[src/rtl/tsa_consts.svh]
// Constants of the tag state and anticollision block: opcodes, counts, seeds.
// Assumes inclusion by bare name from every file that needs a figure.
`ifndef TSA_CONSTS_SVH
`define TSA_CONSTS_SVH

// *****************************************************************
// Link character and frame
// *****************************************************************
`define TSA_CHR_BITS   4'hA      // Bits per character
`define TSA_CNT_MIN    3'h3      // Shortest request: opcode plus check
`define TSA_CNT_PARAM  3'h4      // Request with a parameter byte
`define TSA_CNT_MAX    3'h7      // Byte count saturates here
`define TSA_TX_LAST    2'h2      // Index of last answer byte

// *****************************************************************
// Opcodes
// *****************************************************************
`define TSA_OP_WAKE    8'h06     // Wake census_state
`define TSA_OP_POLL    8'h16     // Slot zero poll
`define TSA_OP_SLOT    8'h26     // Slot call
`define TSA_OP_PICK    8'h0E     // Pick by handle
`define TSA_OP_READ    8'h08     // Block read
`define TSA_OP_PROG    8'h09     // Block program
`define TSA_OP_CHECK   8'h0A     // Anti-clone check
`define TSA_OP_UID     8'h0B     // Unique id fetch
`define TSA_OP_RETIRE  8'h0F     // Retire

// *****************************************************************
// Check, random source, slot, pin positions
// *****************************************************************
`define TSA_CRC_INIT   16'hFFFF  // Check register start value
`define TSA_CRC_POLY   16'h8408  // Reflected check polynomial
`define TSA_LFSR_SEED  16'hACE1  // Random source seed, never zero
`define TSA_LFSR_TAPS  16'hB400  // Random source taps
`define TSA_SLOT_ZERO  4'h0      // Slot code answered by poll
`define TSA_PIN_FIELD  2'h0      // Field level in synchroniser
`define TSA_PIN_LCLK   2'h1      // Link clock in synchroniser
`define TSA_PIN_RXD    2'h2      // Request bit in synchroniser
`define TSA_PIN_RXF    2'h3      // Request frame in synchroniser

`endif

[src/rtl/tsa_pkg.sv]
// Types of the tag state and anticollision block.
// Assumes the constants header is compiled in the same unit.
package tsa_pkg;

	// *****************************************************************
	// Tag states
	// *****************************************************************
	typedef enum logic [2:0] {
		ST_OFF,                      // Field too weak
		ST_READY,                    // Powered, waiting for wake
		ST_CENSUS,                   // Taking part in anticollision
		ST_SELECTED,                 // Picked, runs memory commands
		ST_PARKED,                   // Parked_state, waits for own pick
		ST_RETIRED                   // Retired until power loss
	} tsa_state_e;

	// *****************************************************************
	// Character link state
	// *****************************************************************
	typedef struct packed {
		logic       frame_d;         // Frame level, one cycle late
		logic [9:0] rx_sh;           // Receive shifter
		logic [3:0] rx_cnt;          // Received bits of character
		logic       rx_valid;        // Character done pulse
		logic       rx_bad;          // Start or stop bit wrong
		logic [7:0] rx_byte;         // Received data byte
		logic       rx_end;          // Frame end pulse
		logic [9:0] tx_sh;           // Transmit shifter
		logic [3:0] tx_cnt;          // Sent bits of character
		logic       tx_last;         // Last character of answer
		logic       tx_busy;         // Character in flight
		logic       tx_line;         // Answer bit to modulator
		logic       tx_frame;        // Answer frame active
	} tsa_link_s;

	// *****************************************************************
	// Core state
	// *****************************************************************
	typedef struct packed {
		logic [3:0]  s1;             // Pin synchroniser, first stage
		logic [3:0]  s2;             // Pin synchroniser, second stage
		logic        lclk_d;         // Link clock level, delayed
		tsa_state_e  st;             // Tag state
		logic [7:0]  handle;         // Tag handle, low nibble is slot code
		logic [15:0] lfsr;           // Random source
		logic        answered;       // Slot already used this sequence
		logic [15:0] crc;            // Running check of request
		logic [7:0]  b0;             // Opcode byte
		logic [7:0]  b1;             // Parameter byte
		logic [7:0]  p0;             // Newest byte
		logic [7:0]  p1;             // Byte before newest
		logic [2:0]  cnt;            // Bytes in frame, saturating
		logic        bad;            // Character error in frame
		logic        pend;           // Answer in progress
		logic [1:0]  idx;            // Answer byte index
		logic [15:0] chk;            // Answer check bytes
		logic        mem_go;         // Memory command pulse
		logic [7:0]  mem_op;         // Memory command opcode
		logic [7:0]  mem_arg;        // Memory command argument
	} tsa_core_s;

endpackage

[src/rtl/tsa_chr_if.sv]
// Character channel between tag core and character link.
// Assumes both ends run on the one system clock.
interface tsa_chr_if;
	logic       bit_tick;            // Link clock rising edge pulse
	logic       rx_line;             // Synchronised request bit
	logic       rx_frame;            // Synchronised request frame level
	logic       rx_valid;            // Character received pulse
	logic       rx_bad;              // Character framing error
	logic [7:0] rx_byte;             // Received byte
	logic       rx_end;              // Request frame ended pulse
	logic       tx_valid;            // Core offers answer byte
	logic [7:0] tx_byte;             // Answer byte
	logic       tx_last;             // Byte ends the answer
	logic       tx_ready;            // Link takes the byte

	modport link (
		input  bit_tick, rx_line, rx_frame, tx_valid, tx_byte, tx_last,
		output rx_valid, rx_bad, rx_byte, rx_end, tx_ready
	);
	modport core (
		output bit_tick, rx_line, rx_frame, tx_valid, tx_byte, tx_last,
		input  rx_valid, rx_bad, rx_byte, rx_end, tx_ready
	);
endinterface

[src/rtl/tsa_chr_link.sv]
// Ten-bit character receiver and transmitter of the tag.
// Assumes synchronised pins and a link clock edge pulse from the core.
`include "tsa_consts.svh"

module tsa_chr_link (
	input  wire logic  clock,        // System clock
	input  wire logic  nrst,         // Asynchronous reset, active low
	tsa_chr_if.link    chr,          // Character channel
	output logic       tx_line,      // Answer bit
	output logic       tx_frame      // Answer frame active
);

	// *****************************************************************
	// State
	// *****************************************************************
	tsa_pkg::tsa_link_s s;           // Registered state
	tsa_pkg::tsa_link_s n;           // Next state

	// Next state: shift in requests, shift out answers
	always_comb begin
		n = s;
		n.rx_valid = 1'b0;
		n.rx_end   = 1'b0;
		n.frame_d  = chr.rx_frame;
		// Falling frame level ends the request
		if (s.frame_d && !chr.rx_frame) begin
			n.rx_end = 1'b1;
		end
		if (!chr.rx_frame) begin
			n.rx_cnt = 4'h0;
		end else if (chr.bit_tick) begin
			// Start bit arrives first, so shift towards bit 0
			n.rx_sh  = {chr.rx_line, s.rx_sh[9:1]};
			n.rx_cnt = s.rx_cnt + 4'h1;
			if (s.rx_cnt == `TSA_CHR_BITS - 4'h1) begin
				n.rx_cnt   = 4'h0;
				n.rx_valid = 1'b1;
				n.rx_byte  = n.rx_sh[8:1];
				n.rx_bad   = n.rx_sh[0] | ~n.rx_sh[9];
			end
		end
		// Load a character: start 0, data low bit first, stop 1
		if (chr.tx_valid && !s.tx_busy) begin
			n.tx_sh    = {1'b1, chr.tx_byte, 1'b0};
			n.tx_cnt   = 4'h0;
			n.tx_busy  = 1'b1;
			n.tx_last  = chr.tx_last;
			n.tx_frame = 1'b1;
		end else if (s.tx_busy && chr.bit_tick) begin
			if (s.tx_cnt == `TSA_CHR_BITS) begin
				// Character done; frame closes after the last one
				n.tx_busy = 1'b0;
				n.tx_line = 1'b1;
				if (s.tx_last) begin
					n.tx_frame = 1'b0;
				end
			end else begin
				n.tx_line = s.tx_sh[0];
				n.tx_sh   = {1'b1, s.tx_sh[9:1]};
				n.tx_cnt  = s.tx_cnt + 4'h1;
			end
		end
	end

	// State register, line idles high
	always_ff @(posedge clock or negedge nrst) begin
		if (!nrst) begin
			s         <= '0;
			s.tx_line <= 1'b1;
		end else begin
			s <= n;
		end
	end

	// *****************************************************************
	// Outputs
	// *****************************************************************
	assign chr.rx_valid = s.rx_valid;
	assign chr.rx_bad   = s.rx_bad;
	assign chr.rx_byte  = s.rx_byte;
	assign chr.rx_end   = s.rx_end;
	assign chr.tx_ready = ~s.tx_busy;
	assign tx_line      = s.tx_line;
	assign tx_frame     = s.tx_frame;

endmodule // tsa_chr_link

[src/rtl/tsa_tag_core.sv]
// Tag command interpreter: states, random handle, slotted anticollision.
// Assumes pins from the demodulator, field detector and modulator.
`include "tsa_consts.svh"

module tsa_tag_core (
	input  wire logic        clock,      // System clock, 100 MHz
	input  wire logic        nrst,       // Asynchronous reset, active low
	input  wire logic        field_ok,   // Field strong enough, pin
	input  wire logic        link_clk,   // Recovered link clock, pin
	input  wire logic        rx_line,    // Demodulated request bit, pin
	input  wire logic        rx_frame,   // Request frame active, pin
	output logic             tx_line,    // Answer bit to modulator
	output logic             tx_frame,   // Answer frame active
	output tsa_pkg::tsa_state_e tag_state, // Current tag state
	output logic [7:0]       tag_handle, // Current tag handle
	output logic             mem_go,     // Memory command pulse
	output logic [7:0]       mem_op,     // Memory command opcode
	output logic [7:0]       mem_arg     // Memory command argument
);

	// *****************************************************************
	// Functions
	// *****************************************************************
	// One byte into the reflected check register
	function automatic logic [15:0] crc_b(input logic [15:0] c, input logic [7:0] d);
		logic [15:0] r;
		r = c;
		for (int i = 0; i < 8; i++) begin
			if (r[0] ^ d[i]) begin
				r = {1'b0, r[15:1]} ^ `TSA_CRC_POLY;
			end else begin
				r = {1'b0, r[15:1]};
			end
		end
		return r;
	endfunction

	// Opcodes that carry a parameter byte
	function automatic logic needs_param(input logic [7:0] o);
		return (o == `TSA_OP_SLOT) || (o == `TSA_OP_PICK) ||
			(o == `TSA_OP_READ) || (o == `TSA_OP_PROG);
	endfunction

	// Opcodes that reach the memory side
	function automatic logic is_mem(input logic [7:0] o);
		return (o == `TSA_OP_READ) || (o == `TSA_OP_PROG) ||
			(o == `TSA_OP_CHECK) || (o == `TSA_OP_UID);
	endfunction

	// *****************************************************************
	// State and channel
	// *****************************************************************
	tsa_pkg::tsa_core_s s;           // Registered state
	tsa_pkg::tsa_core_s n;           // Next state
	tsa_chr_if          chr ();      // Character channel
	logic               field_on;    // Synchronised field level
	logic               crc_good;    // Check bytes match
	logic               frame_ok;    // Frame ended and is valid
	logic               match;       // Parameter equals own handle
	logic               start;       // Begin an answer

	assign field_on = s.s2[`TSA_PIN_FIELD];
	assign crc_good = (~s.crc == {s.p0, s.p1});
	assign match    = (s.b1 == s.handle);
	// Validity: framing, length, check, parameter present
	assign frame_ok = chr.rx_end && !s.bad && (s.cnt >= `TSA_CNT_MIN) && crc_good &&
		(!needs_param(s.b0) || (s.cnt >= `TSA_CNT_PARAM));

	// Character link
	tsa_chr_link u_link (
		.clock    (clock),
		.nrst     (nrst & field_on),   // Field loss ends a cut answer
		.chr      (chr.link),
		.tx_line  (tx_line),
		.tx_frame (tx_frame)
	);

	// Core drives its side of the channel
	assign chr.bit_tick = s.s2[`TSA_PIN_LCLK] & ~s.lclk_d;
	assign chr.rx_line  = s.s2[`TSA_PIN_RXD];
	assign chr.rx_frame = s.s2[`TSA_PIN_RXF] & field_on;
	assign chr.tx_valid = s.pend;
	assign chr.tx_last  = (s.idx == `TSA_TX_LAST);
	assign chr.tx_byte  = (s.idx == 2'h0) ? s.handle :
		(s.idx == 2'h1) ? s.chk[7:0] : s.chk[15:8];

	// *****************************************************************
	// Next state
	// *****************************************************************
	// Synchronise, collect the frame, decode per tag state
	always_comb begin
		n      = s;
		start  = 1'b0;
		n.s1   = {rx_frame, rx_line, link_clk, field_ok};
		n.s2   = s.s1;
		n.lclk_d = s.s2[`TSA_PIN_LCLK];
		n.lfsr = s.lfsr[0] ? ({1'b0, s.lfsr[15:1]} ^ `TSA_LFSR_TAPS) : {1'b0, s.lfsr[15:1]};
		n.mem_go = 1'b0;
		if (!field_on) begin
			// Field gone: only the synchroniser and random source run, nothing answers
			n.st       = tsa_pkg::ST_OFF;
			n.pend     = 1'b0;
			n.cnt      = 3'h0;
			n.bad      = 1'b0;
			n.crc      = `TSA_CRC_INIT;
			n.answered = 1'b0;
		end else if (s.st == tsa_pkg::ST_OFF) begin
			// Power-up: clean logic and a fresh handle
			n.st     = tsa_pkg::ST_READY;
			n.handle = s.lfsr[7:0];
		end else begin
			// Hand answer bytes to the link
			if (s.pend && chr.tx_ready) begin
				n.idx = s.idx + 2'h1;
				if (s.idx == `TSA_TX_LAST) begin
					n.pend = 1'b0;
				end
			end
			// Collect a character; check trails data by two bytes
			if (chr.rx_valid) begin
				n.bad = s.bad | chr.rx_bad;
				n.p0  = chr.rx_byte;
				n.p1  = s.p0;
				if (s.cnt == 3'h0) begin
					n.b0 = chr.rx_byte;
				end
				if (s.cnt == 3'h1) begin
					n.b1 = chr.rx_byte;
				end
				if (s.cnt >= 3'h2) begin
					n.crc = crc_b(s.crc, s.p1);
				end
				if (s.cnt != `TSA_CNT_MAX) begin
					n.cnt = s.cnt + 3'h1;
				end
			end
			// Frame ended: decode only valid frames
			if (chr.rx_end) begin
				n.cnt = 3'h0;
				n.bad = 1'b0;
				n.crc = `TSA_CRC_INIT;
				if (frame_ok) begin
					case (s.st)
						tsa_pkg::ST_READY: begin
							// Only wake counts here
							if (s.b0 == `TSA_OP_WAKE) begin
								n.st  = tsa_pkg::ST_CENSUS;
								start = 1'b1;
							end
						end
						tsa_pkg::ST_CENSUS: begin
							if (s.b0 == `TSA_OP_WAKE) begin
								// New handle, unslotted answer
								n.handle   = s.lfsr[7:0];
								n.answered = 1'b0;
								start      = 1'b1;
							end else if (s.b0 == `TSA_OP_POLL) begin
								// Slot zero opens a sequence
								n.handle[3:0] = s.lfsr[3:0];
								n.answered    = (s.lfsr[3:0] == `TSA_SLOT_ZERO);
								start         = (s.lfsr[3:0] == `TSA_SLOT_ZERO);
							end else if (s.b0 == `TSA_OP_SLOT) begin
								// Slot code is the handle low nibble
								if (!s.answered && (s.b1[3:0] != `TSA_SLOT_ZERO) &&
									(s.b1[3:0] == s.handle[3:0])) begin
									n.answered = 1'b1;
									start      = 1'b1;
								end
							end else if (s.b0 == `TSA_OP_PICK && match) begin
								n.st = tsa_pkg::ST_SELECTED;
							end
						end
						tsa_pkg::ST_SELECTED: begin
							// Memory work only here
							if (is_mem(s.b0)) begin
								n.mem_go  = 1'b1;
								n.mem_op  = s.b0;
								n.mem_arg = s.b1;
							end else if (s.b0 == `TSA_OP_PICK && !match) begin
								n.st = tsa_pkg::ST_PARKED;
							end else if (s.b0 == `TSA_OP_RETIRE) begin
								n.st = tsa_pkg::ST_RETIRED;
							end
						end
						tsa_pkg::ST_PARKED: begin
							if (s.b0 == `TSA_OP_PICK && match) begin
								n.st = tsa_pkg::ST_SELECTED;
							end
						end
						default: begin
							// Retired: everything ignored
						end
					endcase
				end
			end
		end
		// Answer: handle then its two check bytes
		if (start) begin
			n.pend = 1'b1;
			n.idx  = 2'h0;
			n.chk  = ~crc_b(`TSA_CRC_INIT, n.handle);
		end
	end

	// State register
	always_ff @(posedge clock or negedge nrst) begin
		if (!nrst) begin
			s      <= '0;
			s.lfsr <= `TSA_LFSR_SEED;
			s.crc  <= `TSA_CRC_INIT;
		end else begin
			s <= n;
		end
	end

	// *****************************************************************
	// Outputs
	// *****************************************************************
	assign tag_state  = s.st;
	assign tag_handle = s.handle;
	assign mem_go     = s.mem_go;
	assign mem_op     = s.mem_op;
	assign mem_arg    = s.mem_arg;
endmodule // tsa_tag_core

[config.mk]
export PLATFORM = sky130hd
export DESIGN_NAME = tsa_tag_core
export DESIGN_NICKNAME = d
export VERILOG_FILES = /design/src/rtl/tsa_pkg.sv /design/src/rtl/tsa_chr_if.sv /design/src/rtl/tsa_chr_link.sv /design/src/rtl/tsa_tag_core.sv
export VERILOG_INCLUDE_DIRS = /design/src /design/src/rtl
export SDC_FILE = /design/constraint.sdc
export NUM_CORES = 1
export LEC_CHECK = 0
export ABC_AREA = 1
export BUFFER_PORTS_ARGS = -buffer_cell sky130_fd_sc_hd__buf_4
export CELL_PAD_IN_SITES_DETAIL_PLACEMENT = 0
export CELL_PAD_IN_SITES_GLOBAL_PLACEMENT = 1
export CORE_MARGIN = 2
export CORE_UTILIZATION = 50
export CTS_CLUSTER_DIAMETER = 30
export DETAILED_ROUTE_END_ITERATION = 10
export PLACE_DENSITY_LB_ADDON = 0.1
export SETUP_SLACK_MARGIN = 0.3
export SYNTH_ARGS = -nofsm -noshare
export SYNTH_HDL_FRONTEND = slang
export SYNTH_SLANG_ARGS = --single-unit
[constraint.sdc]
create_clock -name clock -period 2.95 [get_ports clock]
set_clock_uncertainty 0.15 [all_clocks]
set_input_delay 0.4425 -clock clock [delete_from_list [all_inputs] [get_ports clock]]
set_output_delay 0.4425 -clock clock [all_outputs]
set_load 0.02 [all_outputs]
* Word level (Yosys, flattened, before mapping)
Cells that the tools add are included.
** Operators by class
- Bitwise logic cells :: 43
- Order comparisons :: 3
- Reductions and logical operators :: 52
- Shift-type cells :: 0
- $add $sub $neg :: 4
- Equality and inequality tests :: 46
- Mux-type cells :: 124
- Divide/modulo/power cells :: 0
- $mul :: 0
** Operators with widths (number)
- 2-to-1 mux 16 bit :: 54
- 2-to-1 mux 17 bit :: 8
- 2-to-1 mux 14 bit :: 5
- 2-to-1 mux 56 bit :: 1
- 2-to-1 mux 52 bit :: 1
- == test 8 x 4 -> 1 bit, second input constant :: 6
- 2-to-1 mux 8 bit :: 6
- inverter 2 -> 3 bit :: 15
- 2-to-1 mux 3 bit :: 12
- 2-to-1 mux 11 bit :: 3
- inverter 16 bit :: 2
- 2-to-1 mux 1 bit :: 23
- != test 3 x 1 -> 1 bit, second input constant :: 7
- AND reduction 3 bit :: 7
- 2-to-1 mux 4 bit :: 5
- != test 4 bit, second input constant :: 5
- 2-to-1 mux 19 bit :: 1
- == test 16 bit :: 1
- XOR 1 bit :: 15
- logical AND 1 bit :: 12
- case mux 3 bit (4 select lines) :: 1
- AND reduction 6 bit :: 2
- 2-to-1 mux 10 bit :: 1
- != test 2 x 1 -> 1 bit, second input constant :: 5
- other kinds (38) :: 74
** Storage, ports and cells
- ROM bits :: 0
- Output and inout bits :: 30
- RAM bits :: 0
- Logic and storage cells :: 305
- Bits in latches :: 0
- Flip-flop bits (word level) :: 169
- Memories kept :: 0
- Input bits :: 6

* Depth between registers and ports, before layout
- Depth after elaboration :: 50
- Depth in mapped cells :: 16

* By module
Synthesis repeated with hierarchy kept, for this count alone.
** Second synthesis, totals
- Cells, all modules :: 966
- Area, all modules :: 8346.8 um^2
** Modules (own cells, without submodules)
- tsa_tag_core :: cells an instance 741, times used 1, area each 6308.6 um^2
- tsa_chr_link :: cells an instance 225, times used 1, area each 2038.2 um^2

* Least setup slack after synthesis
Ideal clock, no wire load.
- Path kind :: register -> register
- From :: reg s[39] in the netlist's numbering
- To :: reg s[20] in the netlist's numbering
- Period minus slack after synthesis :: 2.094 ns
- Cell stages (with the launch flop) :: 16
- Arrival time :: 1.875 ns
- Required time :: 2.732 ns
- Slack :: 0.856 ns
- Cells stage by stage :: dfrtp_1 > inv_1 > ha_1 > nor2_1 > nand2_1 > nand2_1 > nor2_1 > nand3_1 > nor2_4 > nand2_1 > nor2_2 > nand2_2 > buf_2 > nor2_1 > nand3_1 > nand3_1
** On the way
- Longest elaborated chain between the ends :: 26
- Elaborated cells between the ends (all ways) :: 34
- Those cells by class :: order compare (2); mux (24); bitwise (4); reduce/logical (4)
** Ends and longest elaborated chain
- from (decl) :: line tsa_tag_core.sv:53 : tsa_pkg::tsa_core_s s;
- from (signal assigned) :: line tsa_tag_core.sv:212 : s <= n;
- >= comparator 3 x 2 -> 1 bit (no source line)
- logical AND 1 bit (2 in a row) :: line tsa_tag_core.sv:66 : assign frame_ok = chr.rx_end && !s.bad && (s.cnt >= `TSA_CNT_MIN) && crc_good &&
- logical AND 1 bit (*) :: line tsa_tag_core.sv:66
- 2-to-1 mux 11 bit :: line tsa_tag_core.sv:142 : if (frame_ok) begin
- 2-to-1 mux 11 bit :: line tsa_tag_core.sv:138 : if (chr.rx_end) begin
- 2-to-1 mux 11 bit :: line tsa_tag_core.sv:107 : end else if (s.st == tsa_pkg::ST_OFF) begin
- 2-to-1 mux 8 bit :: line tsa_tag_core.sv:99 : if (!field_on) begin
- 2-to-1 mux 16 bit :: line tsa_tag_core.sv:29 : if (r[0] ^ d[i]) begin
- (+9 left out)
- 2-to-1 mux 16 bit :: line tsa_tag_core.sv:29
- 2-to-1 mux 16 bit :: line tsa_tag_core.sv:198 : if (start) begin
- 2-to-1 mux 16 bit :: line tsa_tag_core.sv:29
- 2-to-1 mux 16 bit :: line tsa_tag_core.sv:198
- inverter 2 -> 3 bit (no source line)
- 2-to-1 mux 16 bit :: line tsa_tag_core.sv:29
- 2-to-1 mux 16 bit :: line tsa_tag_core.sv:198
- inverter 16 bit :: line tsa_tag_core.sv:201 : n.chk = ~crc_b(`TSA_CRC_INIT, n.handle);
Mark *: on every way between the ends. The rest lies on a longest branch, timed or not. The select of a mux whose other input is x is not followed.
A chain may end at the register's enable or synchronous reset.

* Worst setup path in the final report
- From :: reg s[37] in the netlist's numbering
- To :: reg s[28] in the netlist's numbering
** On the way
- Longest elaborated chain between the ends :: 20
- Elaborated cells between the ends (all ways) :: 26
- Those cells by class :: order compare (2); mux (18); bitwise (2); reduce/logical (4)
** Ends and longest elaborated chain (line)
- >= comparator 3 x 2 -> 1 bit (no source line)
- logical AND 1 bit (2 in a row) :: tsa_tag_core.sv:66
- logical AND 1 bit (*) :: tsa_tag_core.sv:66
- 2-to-1 mux 11 bit :: tsa_tag_core.sv:142
- 2-to-1 mux 11 bit :: tsa_tag_core.sv:138
- 2-to-1 mux 11 bit :: tsa_tag_core.sv:107
- 2-to-1 mux 8 bit :: tsa_tag_core.sv:99
- XOR 1 bit :: tsa_tag_core.sv:29
- (+3 left out)
- 2-to-1 mux 16 bit :: tsa_tag_core.sv:198
- 2-to-1 mux 16 bit :: tsa_tag_core.sv:29
- 2-to-1 mux 16 bit :: tsa_tag_core.sv:198
- 2-to-1 mux 16 bit :: tsa_tag_core.sv:29
- 2-to-1 mux 16 bit :: tsa_tag_core.sv:198
- 2-to-1 mux 16 bit :: tsa_tag_core.sv:29
- 2-to-1 mux 16 bit :: tsa_tag_core.sv:198
- inverter 16 bit :: tsa_tag_core.sv:201
Marks and branches as above.

==> reports/metrics.csv <==
stage;metric;value;unit
die;core-area;0.01589;mm²
setup_path;worst-setup-path-type;register to register;
setup_path;path_buf_inv;1;
detailed_routing;avgViaCountPerCell;5.058;
detailed_routing;dr.pass1.iters;6;
sta;slew_violations;0;
global_routing;grt_max_degree;89;
detailed_routing;finalWirelength;19380;µm
setup_path;arrival;2.65;ns
detailed_routing;vias;6408;
final_layout;fillCellCount;1504;
cts;ctsRootBufferMaster;clkbuf_16;
sta;rsz0062_at_grt;no;
detailed_routing;first_iter_violations;659;
min_path;min_path_cells;0;
status;outcome;finished, final reports clean;
die;fp.dieW;131.7;µm
global_routing;grt_use_met1;34.90;%
synthesis;yosys-top-cells-count;nand2_1, dfrtp_1, inv_1;
sta;setup_viol;0;
cts;cts_tree;done;
synthesis;synth_area_leaders;dfrtp_1, nand2_1, dfstp_2;
job;cap_viol_max_count;0;
sta;tns;0;ns
sta;period_share;82.93;%
min_path;holdCritStartpoint;n[120]$_DFF_PN0_;
setup_path;path_delay_family;simple AND/OR/NAND/NOR gates;
setup_path;path_max_fanout;15;
global_routing;grt_use_total;23.53;%
cts;cts_made_buffers;17;
detailed_routing;ant_nets;0;
cts;path_clk_slew;0.07;ns
synthesis;synth.distinct_cells;45;
setup_path;critical_path.slowest_cell;dfrtp_1;
global_routing;antenna_found_initial;0;
synthesis;synth_cells;995;
detailed_routing;wire_per_inst;15.29;µm
synthesis;syn-cell-area;0.008149;mm²
synthesis;synth.top_cell.area_share;43.61;%
sta;worst_pin_slew;0.6007;ns
pwr;p_per_area;550.0;mW/mm²
die;die_h;131.7;µm
synthesis;yosysMostFrequentCell;nand2_1;
setup_path;r2r_cells;14;
pwr;ir_drop;0.0004582;V
sta;period_minus_slack;2.447;ns
detailed_routing;drc;0;
setup_path;critical_path_required;3.16;ns
setup_path;r2r-end;s[28]$_DFFE_PN0P_;
setup_path;cp_slowest_stage_delay;0.38;ns
synthesis;yosysWarnings;0;
setup_path;reg2reg_from;s[37]$_DFFE_PN0P_;
cts;clock_path_buffers;2;
global_routing;overflow;0;
setup_path;start_kind;register;
final_layout;drive_gt1_share;14.84;%
pwr;leakagePower;0.004599;µW
final_layout;area_growth;14.19;%
global_routing;grt_pass1_wl;31830;µm
place;hpwl;14110;µm
synthesis;syn_area_per_cell;8.190;µm²
setup_path;r2r_setup_slack;0.50;ns
final_layout;utilization;58.58;%
cts;insertion_delay;0.43;ns
final_layout;fin_nets;1056;
sta;hold_viol;0;
global_routing;grt-busiest-layer;met1;
die;start_util;51.30;%
die;die-area;0.01734;mm²
die;row_count;46;
cts;htree_levels;4;
global_routing;grt_pass1_vias;6041;
die;pin_count;36;
synthesis;synth_largest_area_cell;dfrtp_1;
synthesis;synth_edf_count;0;
place;gp_congestion;0.8930;
sta;worst_slack;0.5035;ns
synthesis;ys_seq_area_share;51.67;%
sta;hold-worst-slack;0.1986;ns
setup_path;path_cells;ha_1, ha_1, nor2_1, nand2_1, nand2_1, nor2_1, nand3_1, nor2_4, nand2_1, nor2_2, nand2_4, clkinvlp_4, nor2_1, a21oi_1;
setup_path;end_kind;register;
global_routing;grtUsageMet2;34.82;%
min_path;worstHoldPathType;register to register;
place;io_buffers;35;
synthesis;synth-async-reset-ratio;100.0;%
sta;max_freq;408.7;MHz
synthesis;synthesis.nets;1013;
synthesis;ys_seq_elements;167;
final_layout;antenna_cells;0;
cts;cts_sinks;167;
synthesis;synthFlopType;dfrtp_1;
min_path;hold_path_end;s[120]$_DFF_PN0_;
sta;slew-limit-headroom;59.91;%
place;pre_cts_slack;0.3385;ns
global_routing;use_met3;4.938;%
layout make-up:
class	instances	area (µm²)	area share [%]
multi-input cells	648	3191	34.29
flip-flops and latches	167	4210	45.25
repair buffers	73	576.8	6.199
clock inverters	10	97.59	1.049
clock buffers	22	464.2	4.989
inverters	131	495.5	5.325
well taps	216	270.3	2.904
where the power goes:
| part | switching [µW] | internal [µW] |
|---|---|---|
| Clock | 934 | 1210 |
| Combinational | 355 | 158 |
| Sequential | 59.0 | 2400 |
| Total | 1350 | 3770 |
metrics by stage:
step / total power, µW / cells / instance area (µm²)
6_report: 5118 / 1267 / 9305
5_1_grt: 5355 / 1267 / 9305
4_1_cts: 5159 / 1253 / 9158
3_5_place_dp: 3008 / 1216 / 8546
3_3_place_gp: 3007 / 1216 / 8546
2_1_floorplan: 2818 / 995 / 8149
routing by layer:
| metal | part of all wire (%) | wire length [µm] |
|---|---|---|
| met1 | 49 | 9560 |
| met5 | 0 | 0 |
| met2 | 45 | 8802 |
| met4 | 1.4 | 277 |
| met3 | 3.8 | 734 |
cell usage in the layout (no fill, tap or decap), types with 3 or more instances in the layout:
| master | netlist | final |
|---|---|---|
| o22ai_1 | 4 | 4 |
| o21ai_1 | 6 | 6 |
| xor2_1 | 10 | 10 |
| nor2_1 | 56 | 56 |
| xnor2_1 | 3 | 3 |
| nand2_1 | 291 | 290 |
| a21oi_1 | 24 | 24 |
| clkbuf_1 | 12 | 3 |
| nor3_1 | 6 | 6 |
| a31oi_1 | 3 | 3 |
| o211ai_1 | 6 | 6 |
| nand3b_1 | 3 | 3 |
| buf_4 | 27 | 66 |
| dfrtp_1 | 142 | 142 |
| nor2_2 | 5 | 5 |
| inv_2 | 2 | 3 |
| clkinvlp_4 | 0 | 4 |
| nand4_1 | 8 | 8 |
| clkbuf_16 | 0 | 17 |
| inv_1 | 127 | 125 |
| nand2_4 | 1 | 3 |
| nand2_2 | 7 | 6 |
| nand3_1 | 73 | 71 |
| nand3_2 | 3 | 4 |
| clkinv_4 | 0 | 3 |
| o21ai_0 | 92 | 92 |
| dlygate4sd3_1 | 0 | 5 |
| ha_1 | 12 | 12 |
| dfstp_2 | 25 | 25 |
| a22oi_1 | 17 | 17 |
logic make-up (layout without fill, tap and decap cells):
| logic type | Yosys count | count (layout) | synth area share (%) |
|---|---|---|---|
| DFF | 167 | 167 | 51.67 |
| AOI/OAI and AO/OA | 159 | 159 | 10.89 |
| buffers and inverters | 180 | 236 | 9.658 |
| adders and majority gates | 12 | 12 | 1.842 |
| xor gates and xnor gates | 13 | 13 | 1.397 |
| and+or+nand+nor | 464 | 464 | 24.55 |
how the worst max path moves through the flow:
stage          cells past startpoint               from  slack (ns)                endpoint
6_report                          14  s[37]$_DFFE_PN0P_        0.50       s[28]$_DFFE_PN0P_
5_1_grt                           15  s[37]$_DFFE_PN0P_        0.30       s[32]$_DFFE_PN0P_
3_5_place_dp                      14  s[39]$_DFFE_PN0P_        0.34  mem_arg[1]$_DFFE_PN0P_
3_3_place_gp                      14  s[37]$_DFFE_PN0P_        0.37  mem_arg[1]$_DFFE_PN0P_
4_1_cts                           14  s[39]$_DFFE_PN0P_        0.32  mem_arg[0]$_DFFE_PN0P_
2_1_floorplan                     15  s[39]$_DFFE_PN0P_        0.86       s[20]$_DFFE_PN0P_
worst reg2reg max path, cell delays in order, from the launching register on:
cell        delay [ns]
dfrtp_1           0.38
ha_1              0.19
ha_1              0.16
nor2_1            0.05
nand2_1           0.08
nand2_1           0.05
nor2_1            0.11
nand3_1           0.13
nor2_4            0.21
nand2_1           0.13
nor2_2            0.18
nand2_4           0.17
clkinvlp_4        0.20
nor2_1            0.06
a21oi_1           0.12
flip-flops by register name, summed over array words and instances (netlist names):
register	flops
n	5
mem_op	8
tag_handle	8
chr.rx_line	1
u_link.s	30
tag_state	3
chr.tx_valid	1
field_on	1
s	88
mem_arg	8
mem_go	1
u_link.chr.rx_end	1
u_link.chr.rx_byte	8
u_link.tx_frame	1
u_link.chr.rx_valid	1
u_link.chr.rx_bad	1
u_link.tx_line	1
repair_timing:
item                                    CTS  global route
endpoints found under the hold margin    29             0
buffers inserted                          0            14
endpoints found under the setup margin    0            42
resized for setup                         0             9
hold buffers                              5             0
No activity file was read; power rests on OpenSTA's default activity.
